==> config.mk <==
export PLATFORM = sky130hd
export DESIGN_NAME = tsr_regs
export DESIGN_NICKNAME = d
export VERILOG_FILES = /design/src/tsr_pkg.sv /design/src/tsr_conv_seq.sv /design/src/tsr_regs.sv
export SDC_FILE = /design/constraint.sdc
export NUM_CORES = 1
export LEC_CHECK = 0
export ABC_AREA = 1
export BUFFER_PORTS_ARGS = -buffer_cell sky130_fd_sc_hd__buf_4
export CAP_MARGIN = 5
export CORE_ASPECT_RATIO = 1.25
export CORE_MARGIN = 10
export CORE_UTILIZATION = 60
export CTS_BUF_LIST = sky130_fd_sc_hd__clkbuf_4 sky130_fd_sc_hd__clkbuf_8 sky130_fd_sc_hd__clkbuf_16
export DETAILED_ROUTE_END_ITERATION = 16
export GPL_TIMING_DRIVEN = 0
export PLACE_DENSITY = 0.81
export SLEW_MARGIN = 20
export SYNTH_ARGS = -nofsm -noshare
export SYNTH_HDL_FRONTEND = slang
export SYNTH_SLANG_ARGS = --single-unit
==> constraint.sdc <==
create_clock -name CLK_I -period 2.8 [get_ports CLK_I]
set_input_delay 0.14 -clock CLK_I [delete_from_list [all_inputs] [get_ports CLK_I]]
set_output_delay 0.14 -clock CLK_I [all_outputs]
set_load 0.02 [all_outputs]
==> src/tsr_pkg.sv <==
// Package for the temperature sensor register and shutdown block.
// Assumes a byte-wide register port driven by an SMBus framing engine.
package tsr_pkg;

  localparam logic [2:0] PTR_TEMP = 3'h0;
  localparam logic [2:0] PTR_CONFIG = 3'h1;
  localparam logic [2:0] PTR_UPPER = 3'h2;
  localparam logic [2:0] PTR_LOWER = 3'h3;
  localparam logic [2:0] PTR_CTRL = 3'h4;
  localparam logic [2:0] PTR_IDENT = 3'h7;
  localparam logic [2:0] PTR_RESET = 3'h0;

  localparam logic [15:0] TEMP_RESET = 16'h7ffc;
  localparam logic [15:0] TEMP_ONESHOT = 16'h8000;
  localparam logic [7:0] CONFIG_RESET = 8'h40;
  localparam logic [15:0] UPPER_RESET = 16'h7fe0;
  localparam logic [15:0] LOWER_RESET = 16'h8000;
  localparam logic [1:0] RES_RESET = 2'h0;

  localparam int CFG_SHUTDOWN_POS = 7;
  localparam int CFG_FIXED_ONE_POS = 6;
  localparam int CFG_DISABLE_POS = 5;
  localparam int CFG_POLARITY_POS = 4;
  localparam int CFG_CLEAR_POS = 3;
  localparam int CFG_ONESHOT_POS = 2;
  localparam int CTL_RES_MSB_POS = 6;
  localparam int CTL_RES_LSB_POS = 5;
  localparam int CTL_MIRROR_POS = 3;
  localparam int CTL_HIGH_POS = 2;
  localparam int CTL_LOW_POS = 1;
  localparam int CTL_VALID_POS = 0;

  // Limit comparison uses only the 11-bit field (bits 15:5)
  localparam int CMP_LSB = 5;

  // Longest conversion time per resolution, in microseconds
  localparam int CLK_MHZ = 25;
  localparam int CONV_US_11 = 14000;
  localparam int CONV_US_12 = 28000;
  localparam int CONV_US_13 = 56000;
  localparam int CONV_US_14 = 112000;
  localparam int CONV_CYC_11 = CONV_US_11 * CLK_MHZ;
  localparam int CONV_CYC_12 = CONV_US_12 * CLK_MHZ;
  localparam int CONV_CYC_13 = CONV_US_13 * CLK_MHZ;
  localparam int CONV_CYC_14 = CONV_US_14 * CLK_MHZ;

  typedef enum logic [1:0] {
    TSR_RES_11,
    TSR_RES_12,
    TSR_RES_13,
    TSR_RES_14
  } tsr_res_e;

  // One register access from the SMBus framing engine
  typedef struct packed {
    logic ptr_wr;
    logic data_wr;
    logic data_hi;
    logic [7:0] wdata;
  } tsr_access_s;

endpackage : tsr_pkg

==> src/tsr_conv_seq.sv <==
// Conversion sequencer: paces conversions and handles shutdown and one-shot.
// Assumes the analogue converter accepts a start pulse and answers with done.
`timescale 1ns/10ps
module tsr_conv_seq #(
  parameter int CYC_11 = tsr_pkg::CONV_CYC_11,
  parameter int CYC_12 = tsr_pkg::CONV_CYC_12,
  parameter int CYC_13 = tsr_pkg::CONV_CYC_13,
  parameter int CYC_14 = tsr_pkg::CONV_CYC_14
) (
  input wire logic clk_i,          // Core clock
  input wire logic rst_i,          // Async reset, active high
  input wire logic shutdown_i,     // Shutdown bit from configuration
  input wire logic oneshot_i,      // One-shot request pulse
  input wire tsr_pkg::tsr_res_e res_i, // Selected resolution
  input wire logic adc_done_i,     // Converter finished
  output logic adc_start_o,        // Converter start pulse
  output logic update_o,           // Result capture pulse
  output logic oneshot_st_o,       // One-shot state flag
  output logic stopped_o,          // In shutdown, idle
  output logic hold_short_o        // Shutdown dropped before hold time
);

  typedef enum logic [1:0] {
    S_START,
    S_CONVERT,
    S_STOPPED
  } tsr_seq_e;

  tsr_seq_e state_q, state_d;
  logic [22:0] hold_q, hold_d;
  logic [22:0] conv_max;
  logic oneshot_st_q, oneshot_st_d;
  logic short_q, short_d;

  assign conv_max = (res_i == tsr_pkg::TSR_RES_11) ? 23'(CYC_11) :
                    (res_i == tsr_pkg::TSR_RES_12) ? 23'(CYC_12) :
                    (res_i == tsr_pkg::TSR_RES_13) ? 23'(CYC_13) : 23'(CYC_14);
  assign adc_start_o = (state_q == S_START);
  assign update_o = (state_q == S_CONVERT) && adc_done_i;
  assign stopped_o = (state_q == S_STOPPED);
  assign oneshot_st_o = oneshot_st_q;
  assign hold_short_o = short_q;

  always_comb begin
    state_d = state_q;
    oneshot_st_d = oneshot_st_q;
    unique case (state_q)
      S_START: state_d = S_CONVERT;
      // A running conversion always finishes before shutdown takes effect
      S_CONVERT: if (adc_done_i) begin
        state_d = shutdown_i ? S_STOPPED : S_START;
        oneshot_st_d = shutdown_i;
      end
      S_STOPPED: if (!shutdown_i || oneshot_i) begin
        state_d = S_START;
      end
      // Two bits hold three states; a stray code restarts conversions
      default: state_d = S_START;
    endcase
  end

  // Time the shutdown bit has been held, saturating at the limit
  assign hold_d = !shutdown_i ? 23'h0 : (hold_q == conv_max) ? hold_q : hold_q + 23'h1;
  assign short_d = shutdown_i ? 1'b0 : (hold_q != 23'h0 && hold_q < conv_max) ? 1'b1 : short_q;

  always_ff @(posedge clk_i or posedge rst_i) begin
    if (rst_i) begin
      state_q <= S_START;
      oneshot_st_q <= 1'b0;
      hold_q <= 23'h0;
      short_q <= 1'b0;
    end else begin
      state_q <= state_d;
      oneshot_st_q <= oneshot_st_d;
      hold_q <= hold_d;
      short_q <= short_d;
    end
  end

endmodule : tsr_conv_seq

==> src/tsr_regs.sv <==
// Register, pointer and over-temperature logic of the temperature sensor.
// Assumes an SMBus framing engine on the same clock presents one-cycle
// access strobes and reads RDATA_O; ACK_O answers pointer bytes.
`timescale 1ns/10ps
module tsr_regs #(
  parameter int CYC_11 = tsr_pkg::CONV_CYC_11, // Long counts shortenable
  parameter int CYC_12 = tsr_pkg::CONV_CYC_12,
  parameter int CYC_13 = tsr_pkg::CONV_CYC_13,
  parameter int CYC_14 = tsr_pkg::CONV_CYC_14,
  parameter logic [15:0] IDENT_VALUE = 16'h0a5a // Arbitrary identification value
) (
  input wire logic CLK_I,                    // 25 MHz clock
  input wire logic RST_I,                    // Async power-up reset
  input wire tsr_pkg::tsr_access_s ACC_I,    // Register access strobes
  input wire logic [13:0] ADC_DATA_I,        // Converted temperature
  input wire logic ADC_DONE_I,               // Conversion finished
  output logic ADC_START_O,                  // Start a conversion
  output logic ACK_O,                        // Pointer byte accepted
  output logic [15:0] RDATA_O,               // Selected register value
  output logic [2:0] POINTER_O,              // Current pointer
  output logic OVERTEMP_O,                   // Over-temperature level
  output logic SHUTDOWN_O,                   // Converter idle in shutdown
  output logic HOLD_SHORT_O                  // Shutdown bit held too briefly
);

  logic [2:0] ptr_q;
  logic shutdown_q, disable_q, polarity_q;
  logic [1:0] res_q;
  logic [15:0] temp_q, temp_d;
  logic [15:0] upper_q, lower_q;
  logic [15:0] rdata_q, rdata_d;
  logic alarm_q, alarm_d, high_q, low_q, valid_q;
  logic [7:0] upper_b, lower_b;

  wire ptr_valid = (ACC_I.wdata[7:3] == 5'h0) && (ACC_I.wdata[2:0] != 3'h5) &&
                   (ACC_I.wdata[2:0] != 3'h6);
  wire ptr_take = ACC_I.ptr_wr && ptr_valid;
  wire cfg_wr = ACC_I.data_wr && !ACC_I.data_hi && (ptr_q == tsr_pkg::PTR_CONFIG);
  wire ctl_wr = ACC_I.data_wr && !ACC_I.data_hi && (ptr_q == tsr_pkg::PTR_CTRL);
  wire up_wr = ACC_I.data_wr && (ptr_q == tsr_pkg::PTR_UPPER);
  wire lo_wr = ACC_I.data_wr && (ptr_q == tsr_pkg::PTR_LOWER);
  wire clear_req = cfg_wr && ACC_I.wdata[tsr_pkg::CFG_CLEAR_POS];
  wire oneshot_req = cfg_wr && ACC_I.wdata[tsr_pkg::CFG_ONESHOT_POS];

  wire update;
  wire seq_stopped;

  tsr_conv_seq #(
    .CYC_11(CYC_11),
    .CYC_12(CYC_12),
    .CYC_13(CYC_13),
    .CYC_14(CYC_14)
  ) u_seq (
    .clk_i(CLK_I),
    .rst_i(RST_I),
    .shutdown_i(shutdown_q),
    .oneshot_i(oneshot_req),
    .res_i(tsr_pkg::tsr_res_e'(res_q)),
    .adc_done_i(ADC_DONE_I),
    .adc_start_o(ADC_START_O),
    .update_o(update),
    .oneshot_st_o(),
    .stopped_o(seq_stopped),
    .hold_short_o(HOLD_SHORT_O)
  );

  // Resolution trims the low result bits; bits 1:0 always zero
  logic [13:0] masked;
  assign masked = (res_q == 2'h0) ? {ADC_DATA_I[13:3], 3'h0} :
                  (res_q == 2'h1) ? {ADC_DATA_I[13:2], 2'h0} :
                  (res_q == 2'h2) ? {ADC_DATA_I[13:1], 1'h0} : ADC_DATA_I;
  assign temp_d = update ? {masked, 2'h0} :
                  (oneshot_req && seq_stopped) ? tsr_pkg::TEMP_ONESHOT : temp_q;

  // Compare the fresh result at 11-bit precision against the limits
  wire [15:0] new_temp = {masked, 2'h0};
  wire above = $signed(new_temp[15:tsr_pkg::CMP_LSB]) > $signed(upper_q[15:tsr_pkg::CMP_LSB]);
  wire below = $signed(new_temp[15:tsr_pkg::CMP_LSB]) < $signed(lower_q[15:tsr_pkg::CMP_LSB]);

  // A conversion completing above the upper limit with the clear wins, so a live alarm is not lost
  assign alarm_d = (update && above) ? 1'b1 :
                   ((update && below) || clear_req) ? 1'b0 : alarm_q;

  // Pin level follows polarity; disabled output rests at its inactive level
  wire alarm_on = alarm_q && !disable_q;
  wire pin_level = polarity_q ? alarm_on : !alarm_on;

  assign upper_b = ACC_I.wdata & 8'he0;
  assign lower_b = ACC_I.wdata & 8'he0;

  wire [7:0] cfg_read = {shutdown_q, 1'b1, disable_q, polarity_q, 4'h0};
  wire [7:0] ctl_read = {1'b0, res_q, 1'b0, pin_level, high_q, low_q, valid_q};

  always_comb begin
    rdata_d = 16'h0;
    unique case (ptr_q)
      tsr_pkg::PTR_TEMP: rdata_d = temp_q;
      tsr_pkg::PTR_CONFIG: rdata_d = {cfg_read, 8'h0};
      tsr_pkg::PTR_UPPER: rdata_d = upper_q;
      tsr_pkg::PTR_LOWER: rdata_d = lower_q;
      tsr_pkg::PTR_CTRL: rdata_d = {ctl_read, 8'h0};
      tsr_pkg::PTR_IDENT: rdata_d = IDENT_VALUE;
      default: rdata_d = 16'h0;
    endcase
  end

  assign ACK_O = ACC_I.ptr_wr && ptr_valid;
  assign POINTER_O = ptr_q;
  assign OVERTEMP_O = pin_level;
  assign SHUTDOWN_O = seq_stopped;
  assign RDATA_O = rdata_q;

  always_ff @(posedge CLK_I or posedge RST_I) begin
    if (RST_I) begin
      ptr_q <= tsr_pkg::PTR_RESET;
      shutdown_q <= tsr_pkg::CONFIG_RESET[tsr_pkg::CFG_SHUTDOWN_POS];
      disable_q <= tsr_pkg::CONFIG_RESET[tsr_pkg::CFG_DISABLE_POS];
      polarity_q <= tsr_pkg::CONFIG_RESET[tsr_pkg::CFG_POLARITY_POS];
      res_q <= tsr_pkg::RES_RESET;
      temp_q <= tsr_pkg::TEMP_RESET;
      rdata_q <= 16'h0;
    end else begin
      if (ptr_take) begin
        ptr_q <= ACC_I.wdata[2:0];
      end
      if (cfg_wr) begin
        shutdown_q <= ACC_I.wdata[tsr_pkg::CFG_SHUTDOWN_POS];
        disable_q <= ACC_I.wdata[tsr_pkg::CFG_DISABLE_POS];
        polarity_q <= ACC_I.wdata[tsr_pkg::CFG_POLARITY_POS];
      end
      if (ctl_wr) begin
        res_q <= ACC_I.wdata[tsr_pkg::CTL_RES_MSB_POS:tsr_pkg::CTL_RES_LSB_POS];
      end
      temp_q <= temp_d;
      rdata_q <= rdata_d;
    end
  end

  always_ff @(posedge CLK_I or posedge RST_I) begin
    if (RST_I) begin
      upper_q <= tsr_pkg::UPPER_RESET;
      lower_q <= tsr_pkg::LOWER_RESET;
      alarm_q <= 1'b0;
      high_q <= 1'b0;
      low_q <= 1'b0;
      valid_q <= 1'b0;
    end else begin
      if (up_wr && ACC_I.data_hi) begin
        upper_q[15:8] <= ACC_I.wdata;
      end
      if (up_wr && !ACC_I.data_hi) begin
        upper_q[7:0] <= upper_b;
      end
      if (lo_wr && ACC_I.data_hi) begin
        lower_q[15:8] <= ACC_I.wdata;
      end
      if (lo_wr && !ACC_I.data_hi) begin
        lower_q[7:0] <= lower_b;
      end
      alarm_q <= alarm_d;
      if (update) begin
        high_q <= above;
        low_q <= below;
        valid_q <= 1'b1;
      end
    end
  end

endmodule : tsr_regs

==> impl_results.md <==
- Main synth FF type: dfrtp_1
- Crit. Startpoint: res_q[0]
- Worst EP required: 3.08 ns
- Initial drt markers: about 310
- Sequential area share after synthesis: a little over two fifths
- Tot GR Track Use: a little under a quarter
- Post-Synthesis Cells: between 600 and 700
- Via count of the first global-routing pass: 4915
- Slew HR: 40.0%
- Worst min path class: primary input to flip-flop
- Worst-Margin Slew: around 0.9 ns
- Total power: about 5.2 mW
- Logic pwr share: a little under two fifths
- FP Rows: 37
- Fillers: 641
- Max Transition Viols Final: 0
- Fin crit period: around 2.5 ns
- CTS H-tree lvls: 3
- WL/cell: 17.4 um
- Final WL: roughly 14000 um
- Initial antenna violation count: 0
- Slowest CP cell: dfrtp_2
- CTS root buf: clkbuf_8
- Crit share post-route: ~90%
- Die X: 103 um
- Final hold vios: 0
- Area grow syn2layout: 16.2%
- Largest net degree at the start of global routing: a little under 50
- Critical-path cell list: inv_1 -> ha_1 -> inv_1 -> nand2_1 -> ha_1 -> nand2_1 -> inv_1 -> nand3_1 -> nor4_2 -> nand3_1 -> o21ai_0
- Placed Area: roughly 5700 um^2
- Dpl hpwl: between 10000 and 15000 um
- Die ar.: about 13000 um^2
- Sink Count: 89
- Most frequent CP cell: inv_1
- CP arrival: ~2.8 ns
- Crit-path max cell delay: between 0.4 and 0.5 ns
- Routed via count: roughly 4600
- Final setup viols: 0
- Worst R2R Setup Slack: between 0.2 and 0.3 ns
- DRC viols: 0
- Pint: about 3.2 mW
- Max-Cap Viols: 0
- Clk_skew: approximately 0.0073 ns
- Mapped Area: 5200 um^2
- Ys async rst share: 100%
- Worst Setup End Kind: flip-flop
- WP buf/inv: 3
- Starting Density: 62.4%
- Clock Power Share: a little under a quarter
- Num ports: 52
- Sequential share of power: about two fifths
- Power Dens Cells: 856 nW/um^2
- Vias per inst: between 5 and 6
- First-pass DRT Iterations: 5
- Synthesis warning total: 0
- DP Worst Slack: 0.138 ns
- Clk Latency, worst-skew pair: between 0.3 and 0.4 ns
- Overflow after GRT: 0
- PnR worst setup slack: around 0.26 ns
- Register area: around 2300 um^2
- Register bit count reported by yosys: 89
- Largest fanout on the critical path: 8
- Mapped Nets: slightly below 700
- Layout cells sized above 1: 18.7%
- Leak Pwr: ~3 nW
- First-pass GRT wire length: around 23000 um
- Switching Fraction: between 30% and 40%
- Peak VDD IR: ~500 uV
- CP Launch Type: flip-flop
- Number of port buffers: 50
- Mean Syn Cell Area: 8.35 um^2
- CTS tree: built
- Fmax: about 390 MHz
- P_sw: just under 2 mW
- Final Wtd Congestion: about 0.99
- Unique masters post-synth: 46
- Status: completed
- Core ar.: 8330 um^2
- Diode count: 0
- Design area: around 6000 um^2
- Reg-to-reg startpoint: res_q[0]
- TritonCTS Buffers: 9
- Clock-pin slew on the worst setup and hold paths: roughly 0.08 ns
- Die height: 124 um
- WS Path Type: flip-flop to flip-flop
- Kind of cell adding the most delay to the critical path: simple AND/OR/NAND/NOR gates
- Antenna viol nets, final: 0
- Area of the multi-input gates: 2460 um^2
- RSZ-0062 raised after global routing: false
- CTS max path bufs: 2
- HP Start: ADC_DATA_I[0]
- EDFF count, synth: 0
- # nets final: 760
## synthesized netlist by cell type, types with 3 or more instances
cell type  number  area share (%)
o21ai_0        42             4.0
inv_2           3            0.22
a22oi_1         3            0.43
o21ai_2         8             1.3
o21ai_1        13             1.3
nor4_1          4            0.48
nand4_1        18             2.2
nor3_1         10            0.96
inv_1         105             7.6
nor2_1         33             2.4
a21oi_1        29             2.8
clkbuf_1        4            0.29
nor3_2          3            0.58
dfstp_2        24              12
nor3b_1         4            0.58
xor2_1          4            0.67
dfrtp_1        65              31
a221oi_1        4            0.67
nand3_1        31             3.0
nand2_2         3            0.36
ha_1           43              10
a31oi_1         4            0.48
o221ai_1        5            0.84
nand2_1       131             9.5
## flip-flops by register name (all words and copies together), names as in the netlist
name,count
u_seq.hold_q,23
RDATA_O,15
temp_q,14
lower_q,11
upper_q,11
POINTER_O,3
res_q,2
u_seq.state_q,2
alarm_q,1
disable_q,1
high_q,1
low_q,1
polarity_q,1
shutdown_q,1
u_seq.hold_short_o,1
valid_q,1
## through the flow
stage / hold slack [ns] / TNS (ns) / util [%] / instances
after global routing: 0.0124 / 0 / 72.5 / 791
after global placement: 0.328 / -36.35 / 68.4 / 770
final: 0.0144 / 0 / 72.5 / 791
after CTS: 0.00514 / 0 / 72.4 / 791
after floorplan: 0.231 / 0 / - / 623
after detailed placement: 0.252 / 0 / 68.6 / 771
## final cells by class
class	instances	share of cell area, %
buffer	9	1.06
clock buffer	11	2.50
clock inverter	5	2.07
inverter	109	7.04
multi-input combinational	416	40.8
sequential	89	37.4
tap	97	2.01
timing repair buffer	55	7.20
## kinds of logic (layout without fill, tap and decap cells)
logic type | after synthesis | after routing | synth area share, %
AOI/OAI and AO/OA | 120 | 120 | 13.9
other | 1 | 1 | 0.0721
buffers and inverters | 118 | 189 | 9.36
xor gates and xnor gates | 4 | 4 | 0.673
adders and majority gates | 43 | 43 | 10.3
and+or+nand+nor | 248 | 248 | 22.3
DFF | 89 | 89 | 43.4
## power groups by stage
| stage | Sequential (mW) | Clock, mW | Combinational, mW |
|---|---|---|---|
| after floorplan | 2.07 | 0 | 1.19 |
| after global placement | 2.00 | 0 | 1.84 |
| after detailed placement | 2.02 | 0 | 1.93 |
| after CTS | 2.00 | 1.20 | 1.96 |
| after global routing | 2.04 | 1.25 | 2.20 |
| final | 2.01 | 1.20 | 1.97 |
## tightest hold or removal path, delay by kind of cell
kind / cells / cell delay (ns)
buffers and inverters: 2 / 0.16
AOI/OAI and AO/OA: 1 / 0.08
## path summary, 6_finish.rpt
path / to / cells after the start
worst max-delay path: u_seq.hold_q[0] / 11
worst min-delay path: temp_q[2] / 3
worst max register to register: u_seq.hold_q[0] / 11
worst min register to register: upper_q[8] / 2
max in group asynchronous: temp_q[2] / 4
min in group asynchronous: RDATA_O[14] / 3
## layer usage
metal	vias to the layer above	routed length [um]	global-route usage (%)	share of wire, %
met5	-	0	0	0
met4	0	644	15.9	4.7
met3	53	826	4.54	6.0
met2	216	7230	40.0	53
met1	2174	5050	24.1	37
li1	2197	-	-	-
## cells in the final DEF, fill, tap and decap left out, drive strengths merged, types with 2 or more instances in the layout
master,instances
nor3b,4
nor2,36
o21ai,63
clkbuf,15
dfstp,24
a221oi,4
nor4,6
o22ai,3
dlygate4sd3,4
nor3,15
o21a,2
bufinv,5
xor2,4
inv,108
a22oi,3
ha,43
nand4,18
a21oi,29
a31oi,4
buf,56
o221ai,5
nand2,136
o2111ai,2
nand3,32
dfrtp,65
## repair_timing
action / in CTS / in global routing
setup endpoints to repair: 0 / 3
hold endpoints to repair: 39 / 0
buffers inserted: 0 / 0
hold buffers: 4 / 0
gates resized for setup: 0 / 2
Power figures use the tool's default switching activity.
